<file path="src/dcw_pkg.sv">
package dcw_pkg;

    // ------------------------------------------------------------
    // command parameter encoding
    // ------------------------------------------------------------
    localparam logic [1:0] DCW_REQ_CLEAR  = 2'h0;
    localparam logic [1:0] DCW_REQ_INTR   = 2'h1;
    localparam logic [1:0] DCW_REQ_START  = 2'h3;

    localparam int unsigned DCW_NUM_CMDS  = 8;
    localparam int unsigned DCW_CMD_W     = 3;
    localparam int unsigned DCW_WARN_W    = 4;

    // ------------------------------------------------------------
    // diagnostic message layout: letter, class digit, three digits
    // ------------------------------------------------------------
    localparam logic [3:0] DCW_LTR_STATUS = 4'h0;
    localparam logic [3:0] DCW_LTR_CMD    = 4'hc;
    localparam logic [3:0] DCW_LTR_WARN   = 4'he;
    localparam logic [3:0] DCW_WCLS_LIMIT = 4'h2;
    localparam logic [3:0] DCW_WCLS_REACT = 4'h8;
    localparam logic [3:0] DCW_CMD_RUN    = 4'h0;
    localparam logic [3:0] DCW_CMD_ERR    = 4'h1;

    localparam logic [2:0] DCW_PH_COMM    = 3'h0;
    localparam logic [2:0] DCW_PH_BOOT    = 3'h1;
    localparam logic [2:0] DCW_PH_READY   = 3'h2;
    localparam logic [2:0] DCW_PH_MODE    = 3'h3;

    // admin command run time in cycles
    localparam int unsigned DCW_ADMIN_CYC = 16;

    typedef enum logic [1:0] {
        DCW_CT_DRIVE = 2'b00,
        DCW_CT_MON   = 2'b01,
        DCW_CT_ADMIN = 2'b10
    } dcw_ctype_e;

    typedef enum logic [1:0] {
        DCW_ST_IDLE  = 2'b00,
        DCW_ST_BUSY  = 2'b01,
        DCW_ST_DONE  = 2'b10,
        DCW_ST_FAIL  = 2'b11
    } dcw_cstate_e;

    typedef struct packed {
        logic                 valid;
        logic [DCW_CMD_W-1:0] idx;
        logic [1:0]           value;
    } dcw_req_s;

    typedef struct packed {
        logic [3:0]  letter;
        logic [3:0]  cls;
        logic [11:0] num;
    } dcw_diag_s;

endpackage : dcw_pkg

</file>
<file path="src/dcw_cmd_slot.sv">
module dcw_cmd_slot
    import dcw_pkg::*;
(
    input  wire logic        sys_clk_in,
    input  wire logic        sys_rst_in,
    input  wire dcw_ctype_e  ctype_in,
    input  wire logic        start_in,
    input  wire logic        intr_in,
    input  wire logic        clear_in,
    input  wire logic        drive_en_in,
    input  wire logic        done_in,
    input  wire logic        fail_in,
    output dcw_cstate_e      state_out,
    output logic             mon_on_out
);
    dcw_cstate_e                     state;
    dcw_cstate_e                     next_state;
    logic                            mon_on;
    logic                            next_mon_on;
    logic [$clog2(DCW_ADMIN_CYC):0]  cnt;
    logic [$clog2(DCW_ADMIN_CYC):0]  next_cnt;

    always_comb begin
        next_state  = state;
        next_mon_on = mon_on;
        next_cnt    = cnt;
        case (state)
            DCW_ST_IDLE: begin
                if (start_in) begin
                    if (ctype_in == DCW_CT_DRIVE && !drive_en_in) begin
                        next_state = DCW_ST_FAIL;
                    end else begin
                        next_state = DCW_ST_BUSY;
                        next_cnt   = '0;
                    end
                end
            end
            DCW_ST_BUSY: begin
                next_cnt = cnt + 1'b1;
                if (intr_in && ctype_in != DCW_CT_ADMIN) begin
                    next_state = DCW_ST_IDLE;
                end else if (clear_in && ctype_in != DCW_CT_ADMIN) begin
                    next_state = DCW_ST_IDLE;
                end else if (fail_in) begin
                    next_state = DCW_ST_FAIL;
                end else if (ctype_in == DCW_CT_ADMIN) begin
                    if (cnt == ($clog2(DCW_ADMIN_CYC)+1)'(DCW_ADMIN_CYC - 1)) begin
                        next_state = DCW_ST_DONE;
                    end
                end else if (done_in || ctype_in == DCW_CT_MON) begin
                    if (ctype_in == DCW_CT_MON) begin
                        next_mon_on = !mon_on;
                    end
                    next_state = DCW_ST_DONE;
                end
            end
            default: begin
                if (clear_in) begin
                    next_state = DCW_ST_IDLE;
                end
            end
        endcase
    end

    always_ff @(posedge sys_clk_in) begin
        if (sys_rst_in) begin
            state  <= DCW_ST_IDLE;
            mon_on <= 1'b0;
            cnt    <= '0;
        end else begin
            state  <= next_state;
            mon_on <= next_mon_on;
            cnt    <= next_cnt;
        end
    end

    assign state_out  = state;
    assign mon_on_out = mon_on;
endmodule // dcw_cmd_slot

</file>
<file path="src/dcw_diag_top.sv">
// Overview of operation
// - status diagnostics show phase and mode
// - parameter starts, interrupts, clears commands
// - panel may start selected commands
// - each command has one of three types
// - drive commands need drive enable
// - drive command may move, suspend mode
// - monitor command switches monitors on/off
// - admin commands ignore interrupt, finish
// - command error code names command
// - error clear leaves command error
// - warning when condition nears error
// - E1-E7 no reaction, E8 reaction
// - external warning clear ignored
// - E2 mains warning follows power-off setting
// - E2 limit subgroup on limit exceeded
// - E8 reacts, mains follows power-off setting
// - readback code may differ from display
module dcw_diag_top
    import dcw_pkg::*;
#(
    parameter int unsigned  NUM_CMDS   = DCW_NUM_CMDS,
    parameter int unsigned  WARN_W     = DCW_WARN_W,
    parameter logic [15:0]  CMD_TYPES  = 16'h0094,
    parameter logic [NUM_CMDS-1:0] PANEL_OK = 8'h03
)
(
    input  wire logic                sys_clk_in,
    input  wire logic                sys_rst_in,
    input  wire dcw_req_s            param_req_in,
    input  wire logic                panel_start_in,
    input  wire logic [DCW_CMD_W-1:0] panel_idx_in,
    input  wire logic                err_clear_in,
    input  wire logic                warn_clear_in,
    input  wire logic                drive_en_in,
    input  wire logic [NUM_CMDS-1:0] cmd_done_in,
    input  wire logic [NUM_CMDS-1:0] cmd_fail_in,
    input  wire logic [2:0]          phase_in,
    input  wire logic [3:0]          op_mode_in,
    input  wire logic [WARN_W-1:0]   pre_err_in,
    input  wire logic [WARN_W-1:0]   react_cls_in,
    input  wire logic [WARN_W-1:0]   mains_in,
    input  wire logic [WARN_W-1:0]   limit_in,
    input  wire logic                power_off_cfg_in,
    output logic [2*NUM_CMDS-1:0]    cmd_status_out,
    output logic [NUM_CMDS-1:0]      mon_on_out,
    output logic                     motion_own_out,
    output logic                     mode_suspend_out,
    output dcw_diag_s                diag_num_out,
    output dcw_diag_s                diag_disp_out,
    output logic                     cmd_err_out,
    output logic [WARN_W-1:0]        warn_out,
    output logic                     drive_react_out
);
    // ------------------------------------------------------------
    // request decoding
    // ------------------------------------------------------------
    logic [NUM_CMDS-1:0] start_v;
    logic [NUM_CMDS-1:0] intr_v;
    logic [NUM_CMDS-1:0] clear_v;
    dcw_cstate_e         st [NUM_CMDS];
    logic [NUM_CMDS-1:0] mon_v;

    genvar g;
    generate
        for (g = 0; g < NUM_CMDS; g++) begin : g_cmd
            logic hit;
            assign hit = param_req_in.valid && param_req_in.idx == DCW_CMD_W'(g);
            assign start_v[g] = (hit && param_req_in.value == DCW_REQ_START) ||
                                (panel_start_in && PANEL_OK[g] && panel_idx_in == DCW_CMD_W'(g));
            assign intr_v[g]  = hit && param_req_in.value == DCW_REQ_INTR;
            assign clear_v[g] = hit && param_req_in.value == DCW_REQ_CLEAR;
            dcw_cmd_slot u_slot (
                .sys_clk_in  (sys_clk_in),
                .sys_rst_in  (sys_rst_in),
                .ctype_in    (dcw_ctype_e'(CMD_TYPES[2*g +: 2])),
                .start_in    (start_v[g]),
                .intr_in     (intr_v[g]),
                .clear_in    (clear_v[g]),
                .drive_en_in (drive_en_in),
                .done_in     (cmd_done_in[g]),
                .fail_in     (cmd_fail_in[g]),
                .state_out   (st[g]),
                .mon_on_out  (mon_v[g])
            );
        end
    endgenerate

    // ------------------------------------------------------------
    // warnings
    // ------------------------------------------------------------
    logic [WARN_W-1:0] w_act;
    logic              w_react;
    logic [WARN_W-1:0] w_isr;
    logic [WARN_W-1:0] w_isl;

    // warn_clear_in unused: warnings cannot be cleared
    dcw_warn_unit #(.WARN_W(WARN_W)) u_warn (
        .sys_clk_in       (sys_clk_in),
        .sys_rst_in       (sys_rst_in),
        .pre_err_in       (pre_err_in),
        .react_cls_in     (react_cls_in),
        .mains_in         (mains_in),
        .limit_in         (limit_in),
        .power_off_cfg_in (power_off_cfg_in),
        .active_out       (w_act),
        .react_out        (w_react),
        .is_react_out     (w_isr),
        .is_limit_out     (w_isl)
    );

    // ------------------------------------------------------------
    // diagnostic selection
    // ------------------------------------------------------------
    logic [2*NUM_CMDS-1:0] next_status;
    logic [NUM_CMDS-1:0]   next_mon;
    logic                  next_motion;
    logic                  next_err;
    dcw_diag_s             next_num;
    dcw_diag_s             next_disp;
    logic [2*NUM_CMDS-1:0] status_q;
    logic [NUM_CMDS-1:0]   mon_q;
    logic                  motion_q;
    logic                  suspend_q;
    logic                  err_q;
    dcw_diag_s             num_q;
    dcw_diag_s             disp_q;
    logic [WARN_W-1:0]     warn_q;
    logic                  react_q;

    always_comb begin
        next_motion = 1'b0;
        next_err    = 1'b0;
        next_mon    = mon_v;
        next_num    = '{letter: DCW_LTR_STATUS, cls: 4'(phase_in), num: {8'h00, op_mode_in}};
        for (int i = 0; i < NUM_CMDS; i++) begin
            next_status[2*i +: 2] = st[i];
            if (st[i] == DCW_ST_BUSY && CMD_TYPES[2*i +: 2] == DCW_CT_DRIVE) begin
                next_motion = 1'b1;
            end
        end
        // warnings rank below commands
        for (int i = WARN_W - 1; i >= 0; i--) begin
            if (w_act[i]) begin
                next_num = '{letter: DCW_LTR_WARN,
                             cls: w_isr[i] ? DCW_WCLS_REACT : DCW_WCLS_LIMIT,
                             num: {4'h0, 4'(w_isl[i]), 4'(i)}};
            end
        end
        for (int i = NUM_CMDS - 1; i >= 0; i--) begin
            if (st[i] == DCW_ST_BUSY) begin
                next_num = '{letter: DCW_LTR_CMD, cls: DCW_CMD_RUN, num: {8'h00, 4'(i)}};
            end
        end
        for (int i = NUM_CMDS - 1; i >= 0; i--) begin
            if (st[i] == DCW_ST_FAIL) begin
                next_err = 1'b1;
                next_num = '{letter: DCW_LTR_CMD, cls: DCW_CMD_ERR, num: {8'h00, 4'(i)}};
            end
        end
        next_disp = next_num;
        if (next_num.letter == DCW_LTR_STATUS && phase_in == DCW_PH_MODE) begin
            next_disp.num = '0;
        end
    end

    always_ff @(posedge sys_clk_in) begin
        if (sys_rst_in) begin
            status_q  <= '0;
            mon_q     <= '0;
            motion_q  <= 1'b0;
            suspend_q <= 1'b0;
            err_q     <= 1'b0;
            num_q     <= '0;
            disp_q    <= '0;
            warn_q    <= '0;
            react_q   <= 1'b0;
        end else begin
            status_q  <= next_status;
            mon_q     <= next_mon;
            motion_q  <= next_motion;
            suspend_q <= next_motion;
            err_q     <= next_err;
            num_q     <= next_num;
            disp_q    <= next_disp;
            warn_q    <= w_act;
            react_q   <= w_react;
        end
    end

    assign cmd_status_out   = status_q;
    assign mon_on_out       = mon_q;
    assign motion_own_out   = motion_q;
    assign mode_suspend_out = suspend_q;
    assign cmd_err_out      = err_q;
    assign diag_num_out     = num_q;
    assign diag_disp_out    = disp_q;
    assign warn_out         = warn_q;
    assign drive_react_out  = react_q;
endmodule // dcw_diag_top

</file>
<file path="src/dcw_warn_unit.sv">
module dcw_warn_unit
    import dcw_pkg::*;
#(
    parameter int unsigned WARN_W = DCW_WARN_W
)
(
    input  wire logic              sys_clk_in,
    input  wire logic              sys_rst_in,
    input  wire logic [WARN_W-1:0] pre_err_in,
    input  wire logic [WARN_W-1:0] react_cls_in,
    input  wire logic [WARN_W-1:0] mains_in,
    input  wire logic [WARN_W-1:0] limit_in,
    input  wire logic              power_off_cfg_in,
    output logic      [WARN_W-1:0] active_out,
    output logic                   react_out,
    output logic      [WARN_W-1:0] is_react_out,
    output logic      [WARN_W-1:0] is_limit_out
);
    logic [WARN_W-1:0] active;
    logic [WARN_W-1:0] next_active;
    logic              react;
    logic              next_react;

    always_comb begin
        next_active = pre_err_in | limit_in;
        next_react  = 1'b0;
        for (int i = 0; i < WARN_W; i++) begin
            if (next_active[i]) begin
                if (mains_in[i]) begin
                    next_react = next_react | power_off_cfg_in;
                end else if (react_cls_in[i]) begin
                    next_react = 1'b1;
                end
            end
        end
    end

    always_ff @(posedge sys_clk_in) begin
        if (sys_rst_in) begin
            active <= '0;
            react  <= 1'b0;
        end else begin
            active <= next_active;
            react  <= next_react;
        end
    end

    assign active_out   = active;
    assign react_out    = react;
    assign is_react_out = react_cls_in;
    assign is_limit_out = limit_in;
endmodule // dcw_warn_unit

</file>
<file path="config.mk">
export PLATFORM = sky130hd
export DESIGN_NAME = dcw_diag_top
export DESIGN_NICKNAME = d
export VERILOG_FILES = /design/src/dcw_pkg.sv /design/src/dcw_cmd_slot.sv /design/src/dcw_diag_top.sv /design/src/dcw_warn_unit.sv
export SDC_FILE = /design/constraint.sdc
export NUM_CORES = 1
export LEC_CHECK = 0
export BUFFER_PORTS_ARGS = -buffer_cell sky130_fd_sc_hd__buf_4
export CAP_MARGIN = 10
export CELL_PAD_IN_SITES_DETAIL_PLACEMENT = 1
export CELL_PAD_IN_SITES_GLOBAL_PLACEMENT = 2
export CORE_ASPECT_RATIO = 2
export CORE_MARGIN = 2
export CORE_UTILIZATION = 33
export CTS_CLUSTER_SIZE = 16
export DETAILED_ROUTE_END_ITERATION = 10
export PLACE_DENSITY = 0.8
export RECOVER_POWER = 100
export SLEW_MARGIN = 0
export SYNTH_ARGS = -nofsm -noshare
export SYNTH_HDL_FRONTEND = slang
export SYNTH_HIERARCHICAL = 1
export SYNTH_SLANG_ARGS = --single-unit
</file>
<file path="constraint.sdc">
create_clock -name sys_clk_in -period 1.94 [get_ports sys_clk_in]
set_clock_uncertainty 0.2 [all_clocks]
set_input_delay 0.194 -clock sys_clk_in [delete_from_list [all_inputs] [get_ports sys_clk_in]]
set_output_delay 0.194 -clock sys_clk_in [all_outputs]
set_load 0.1 [all_outputs]
</file>
==> Implementation_results.wiki <==
{| class="wikitable"
! Metric !! Value
|-
| Least setup slack across all paths after layout || 0.06409 ns
|-
| R2r setup slk || 0.06 ns
|-
| Category of the worst setup path capture point || register
|-
| Total core area || 18310 um^2
|-
| Non-filler instance count after layout || 1214
|-
| Detailed Place HPWL || 13820 um
|-
| Kind of critical path || reg2reg
|-
| Worst setup path startpoint || g_cmd[6].u_slot/state_out[0]
|-
| Count of final hold-check violations || 0
|-
| Cell area after synthesis || 6156 um^2
|-
| Clock latency at the later pin of the worst-skew pair || 0.42 ns
|-
| Leakage power summed over all cells || 3.568 nW
|-
| Area fraction in and, or, nand and nor cells after synthesis || 28.74%
|-
| Number of buffers added by the clock tree synthesis step || 17
|-
| Met3 track demand over resource in global routing || 3.220%
|-
| Hold Worst Slack || 0.03397 ns
|-
| VDD IR-drop max || 706.3 uV
|-
| Async set-or-reset flop fraction in the synthesized netlist || 0%
|-
| Clock sinks || 116
|-
| Post-synthesis instance total || 751
|-
| Pre-CTS setup slack || -0.06805 ns
|-
| Met2 usage || 36.34%
|-
| Total global routing track utilization || 19.02%
|-
| Clock tree from TritonCTS || built
|-
| Pin count of the biggest net entering global routing || 55
|-
| Detailed-routing iteration count for the pre-antenna-repair pass || 4
|-
| DR vias || 5974
|-
| Global-route wire length before repair || 29870 um
|-
| Worst-margin pin slew || 0.5760 ns
|-
| Average via count per standard cell || 4.921
|-
| Diodes inserted || 0
|-
| Worst relative slew slack || 61.60%
|-
| Launch point of the worst hold path || react_cls_in[1]
|-
| CP peak stage delay || 0.41 ns
|-
| Area Overhead vs Synth || 34.25%
|-
| Outcome || completed
|-
| Antenna violations before repair || 0
|-
| Combined buffer and inverter count along the critical path || 1
|-
| Proportion of synthesized area in mux cells || 3.252%
|-
| Most common flop cell mapped by yosys || dfxtp_1
|-
| Max_cap viols || 0
|-
| Number of nets in the final layout || 1057
|-
| Clock tree root buffer cell || clkbuf_16
|-
| Proportion of synthesized chip area in sequential cells || 37.72%
|-
| Chip height || 197.2 um
|-
| Pwr per Cell Area || 1323 nW/um^2
|-
| Required time of the worst setup path || 2.02 ns
|-
| Die outline area || 19830 um^2
|-
| Busiest layer in global routing || met2
|-
| Starting Density || 33.63%
|-
| List of cells traversed by the critical path || nor2b_2, nor4b_4, buf_4, nand2_1, a21oi_1, nor3_1
|-
| IO Count || 127
|-
| Gpl congestion || 0.8646
|-
| Family with the most delay on the worst path || simple AND/OR/NAND/NOR gates
|-
| Fraction of layout instances using a drive strength above 1 || 19.54%
|-
| Worst-path cell with the longest stage delay || nor4b_4
|-
| Clock edge transition at the registers on the reported setup and hold paths || 0.06 ns
|-
| DRC violations left || 0
|-
| Antenna-violating nets left || 0
|-
| Met1 track demand over resource || 19.36%
|-
| Depth of the CTS H-tree || 4
|-
| Final period util || 96.70%
|-
| Post-Route Utilization || 45.15%
|-
| Xor-xnor portion of the synthesized cell area || 1.138%
|-
| DRT Wirelength || 18200 um
|-
| Iteration-0 DRC count of the detailed router || 165
|-
| Final setup violation count || 0
|-
| Number of global-route vias before repair || 6264
|-
| Category of the worst setup path launch point || register
|-
| Port buffer count || 108
|-
| Post-synth cell types || 52
|-
| Highest Clock Rate || 533.1 MHz
|-
| Warnings, synthesis || 6
|-
| Number of flip-flops and latches in the synthesized netlist || 116
|-
| Average cell area after synthesis || 8.197 um^2
|-
| Worst r2r src || g_cmd[6].u_slot/state_out[0]
|-
| Crit path time final || 1.876 ns
|-
| Placed cell count || 1156
|-
| Compound-Gate Fraction of Synth Area || 19.11%
|-
| Placement Rows || 70
|-
| EDFF count, synth || 0
|-
| Maximum clock path buffer count || 2
|-
| Largest driver fanout on the critical path || 4
|-
| Data arrival at the endpoint of the critical path || 1.95 ns
|-
| Synth Area in Adders || 3.252%
|-
| Final Max Slew Viols || 0
|-
| Main combinational cell family by area after synthesis || simple AND/OR/NAND/NOR gates
|-
| Hold Path Class || in2reg
|-
| Die width || 100.6 um
|-
| Routed length per placed instance || 14.99 um
|-
| Global route overflow || 0
|}
worst register-to-register path, stage by stage, from the launching register on:
cell and delay (ns):
dfxtp_1 0.33, nor2b_2 0.19, nor4b_4 0.41, buf_4 0.18, nand2_1 0.04, a21oi_1 0.25
nor3_1 0.12
cell families (layout without fill, tap and decap cells):
kind of cell | after synthesis | count (layout)
multiplexers | 20 | 20
other | 2 | 96
AND/OR/NAND/NOR | 338 | 338
adder cells (fa/ha/maj) | 16 | 16
XOR/XNOR | 8 | 8
flip-flops | 116 | 116
AO/OA/AOI/OAI | 175 | 175
buffers and inverters | 76 | 229
state kept, by name, indices dropped and copies added, names as in the netlist, 4 cells and up:
register / cells
g_cmd.u_slot/cnt: 40
cmd_status_out: 16
g_cmd.u_slot/state_out: 16
diag_num_out: 11
g_cmd.u_slot/mon_on_out: 8
mon_on_out: 8
diag_disp_out: 5
u_warn/active_out: 4
warn_out: 4
cells in the final DEF, fill, tap and decap left out, drive strengths merged, types with 29 or more instances in the layout:
master | netlist | final
nor3 | 29 | 29
nand2 | 34 | 34
nor2 | 114 | 114
inv | 28 | 29
a21oi | 44 | 44
dfxtp | 116 | 116
conb | 2 | 96
buf | 42 | 73
o21ai | 38 | 38
clkbuf | 6 | 90
nor2b | 56 | 56
nand2b | 36 | 36
Yosys cell counts, drive strengths merged (2+ instances only):
master | n | share of area (%)
nand2 | 34 | 2.1
buf | 42 | 4.6
o2111ai | 8 | 1.1
nand3b | 16 | 2.0
mux2i | 20 | 3.3
inv | 28 | 1.7
clkbuf | 6 | 0.37
conb | 2 | 0.12
or2 | 9 | 0.91
nand2b | 36 | 3.7
a21oi | 44 | 3.6
xor2 | 8 | 1.1
o21a | 24 | 2.9
ha | 16 | 3.3
nor2b | 56 | 5.7
and2b | 8 | 0.98
dfxtp | 116 | 38
o21ai | 38 | 3.1
a22oi | 14 | 1.7
a31oi | 9 | 0.91
nand4 | 3 | 0.41
nand3 | 12 | 0.98
and3 | 8 | 0.81
o21bai | 2 | 0.24
o31a | 8 | 1.1
o22a | 2 | 0.28
nor3 | 29 | 2.4
nor4 | 6 | 0.71
nor2 | 114 | 7.0
a211oi | 3 | 0.37
a221oi | 2 | 0.39
a211o | 16 | 2.3
power breakdown:
group | internal (mW) | switching, mW | leakage, nW
clock network | 2.05 | 1.18 | 0.281
logic | 1.29 | 3.35 | 2.34
registers | 2.78 | 0.287 | 0.946
total | 6.11 | 4.83 | 3.57
final timing paths:
| path | depth (start not counted) | endpoint |
|---|---|---|
| setup / recovery | 6 | diag_num_out[2] |
| hold / removal | 4 | diag_num_out[13] |
| setup reg to reg | 6 | diag_num_out[2] |
| hold reg to reg | 1 | drive_react_out |
through the flow:
| step | TNS (ns) | cell area [um^2] | power [mW] |
|---|---|---|---|
| finish | 0 | 8264 | 10.94 |
| global route | -0.1008 | 8264 | 11.50 |
| CTS | 0 | 8434 | 11.20 |
| detailed placement | -0.07416 | 7572 | 7.849 |
| global placement | -0.0007337 | 7572 | 7.758 |
| floorplan | 0 | 6509 | 6.664 |
repair_timing:
| item | 4_1_cts | 5_1_grt |
|---|---|---|
| endpoints found under the setup margin | 1 | 6 |
| buffers inserted | 0 | 1 |
| pin swaps | 0 | 2 |
| hold endpoints to repair | 33 | 0 |
| gates resized for setup | 1 | 5 |
| gates cloned | 0 | 0 |
| hold buffers | 26 | 0 |
layout make-up:
cell class,instances,area (um^2)
flip-flops and latches,116,2323
well taps,216,270.3
inverters,28,105.1
fillers,2244,10040
multi-input cells,653,3789
clock buffers,19,442.9
clock inverters,12,156.4
repair buffers,170,1177
metal layers:
metal | part of all wire, % | up-vias | wire length (um)
met5 | 0 | - | 0
li1 | - | 2965 | -
met3 | 3.2 | 30 | 574
met1 | 38 | 2852 | 6857
met4 | 2.7 | 0 | 485
met2 | 56 | 127 | 10280
(Power assumes the default switching activity.)
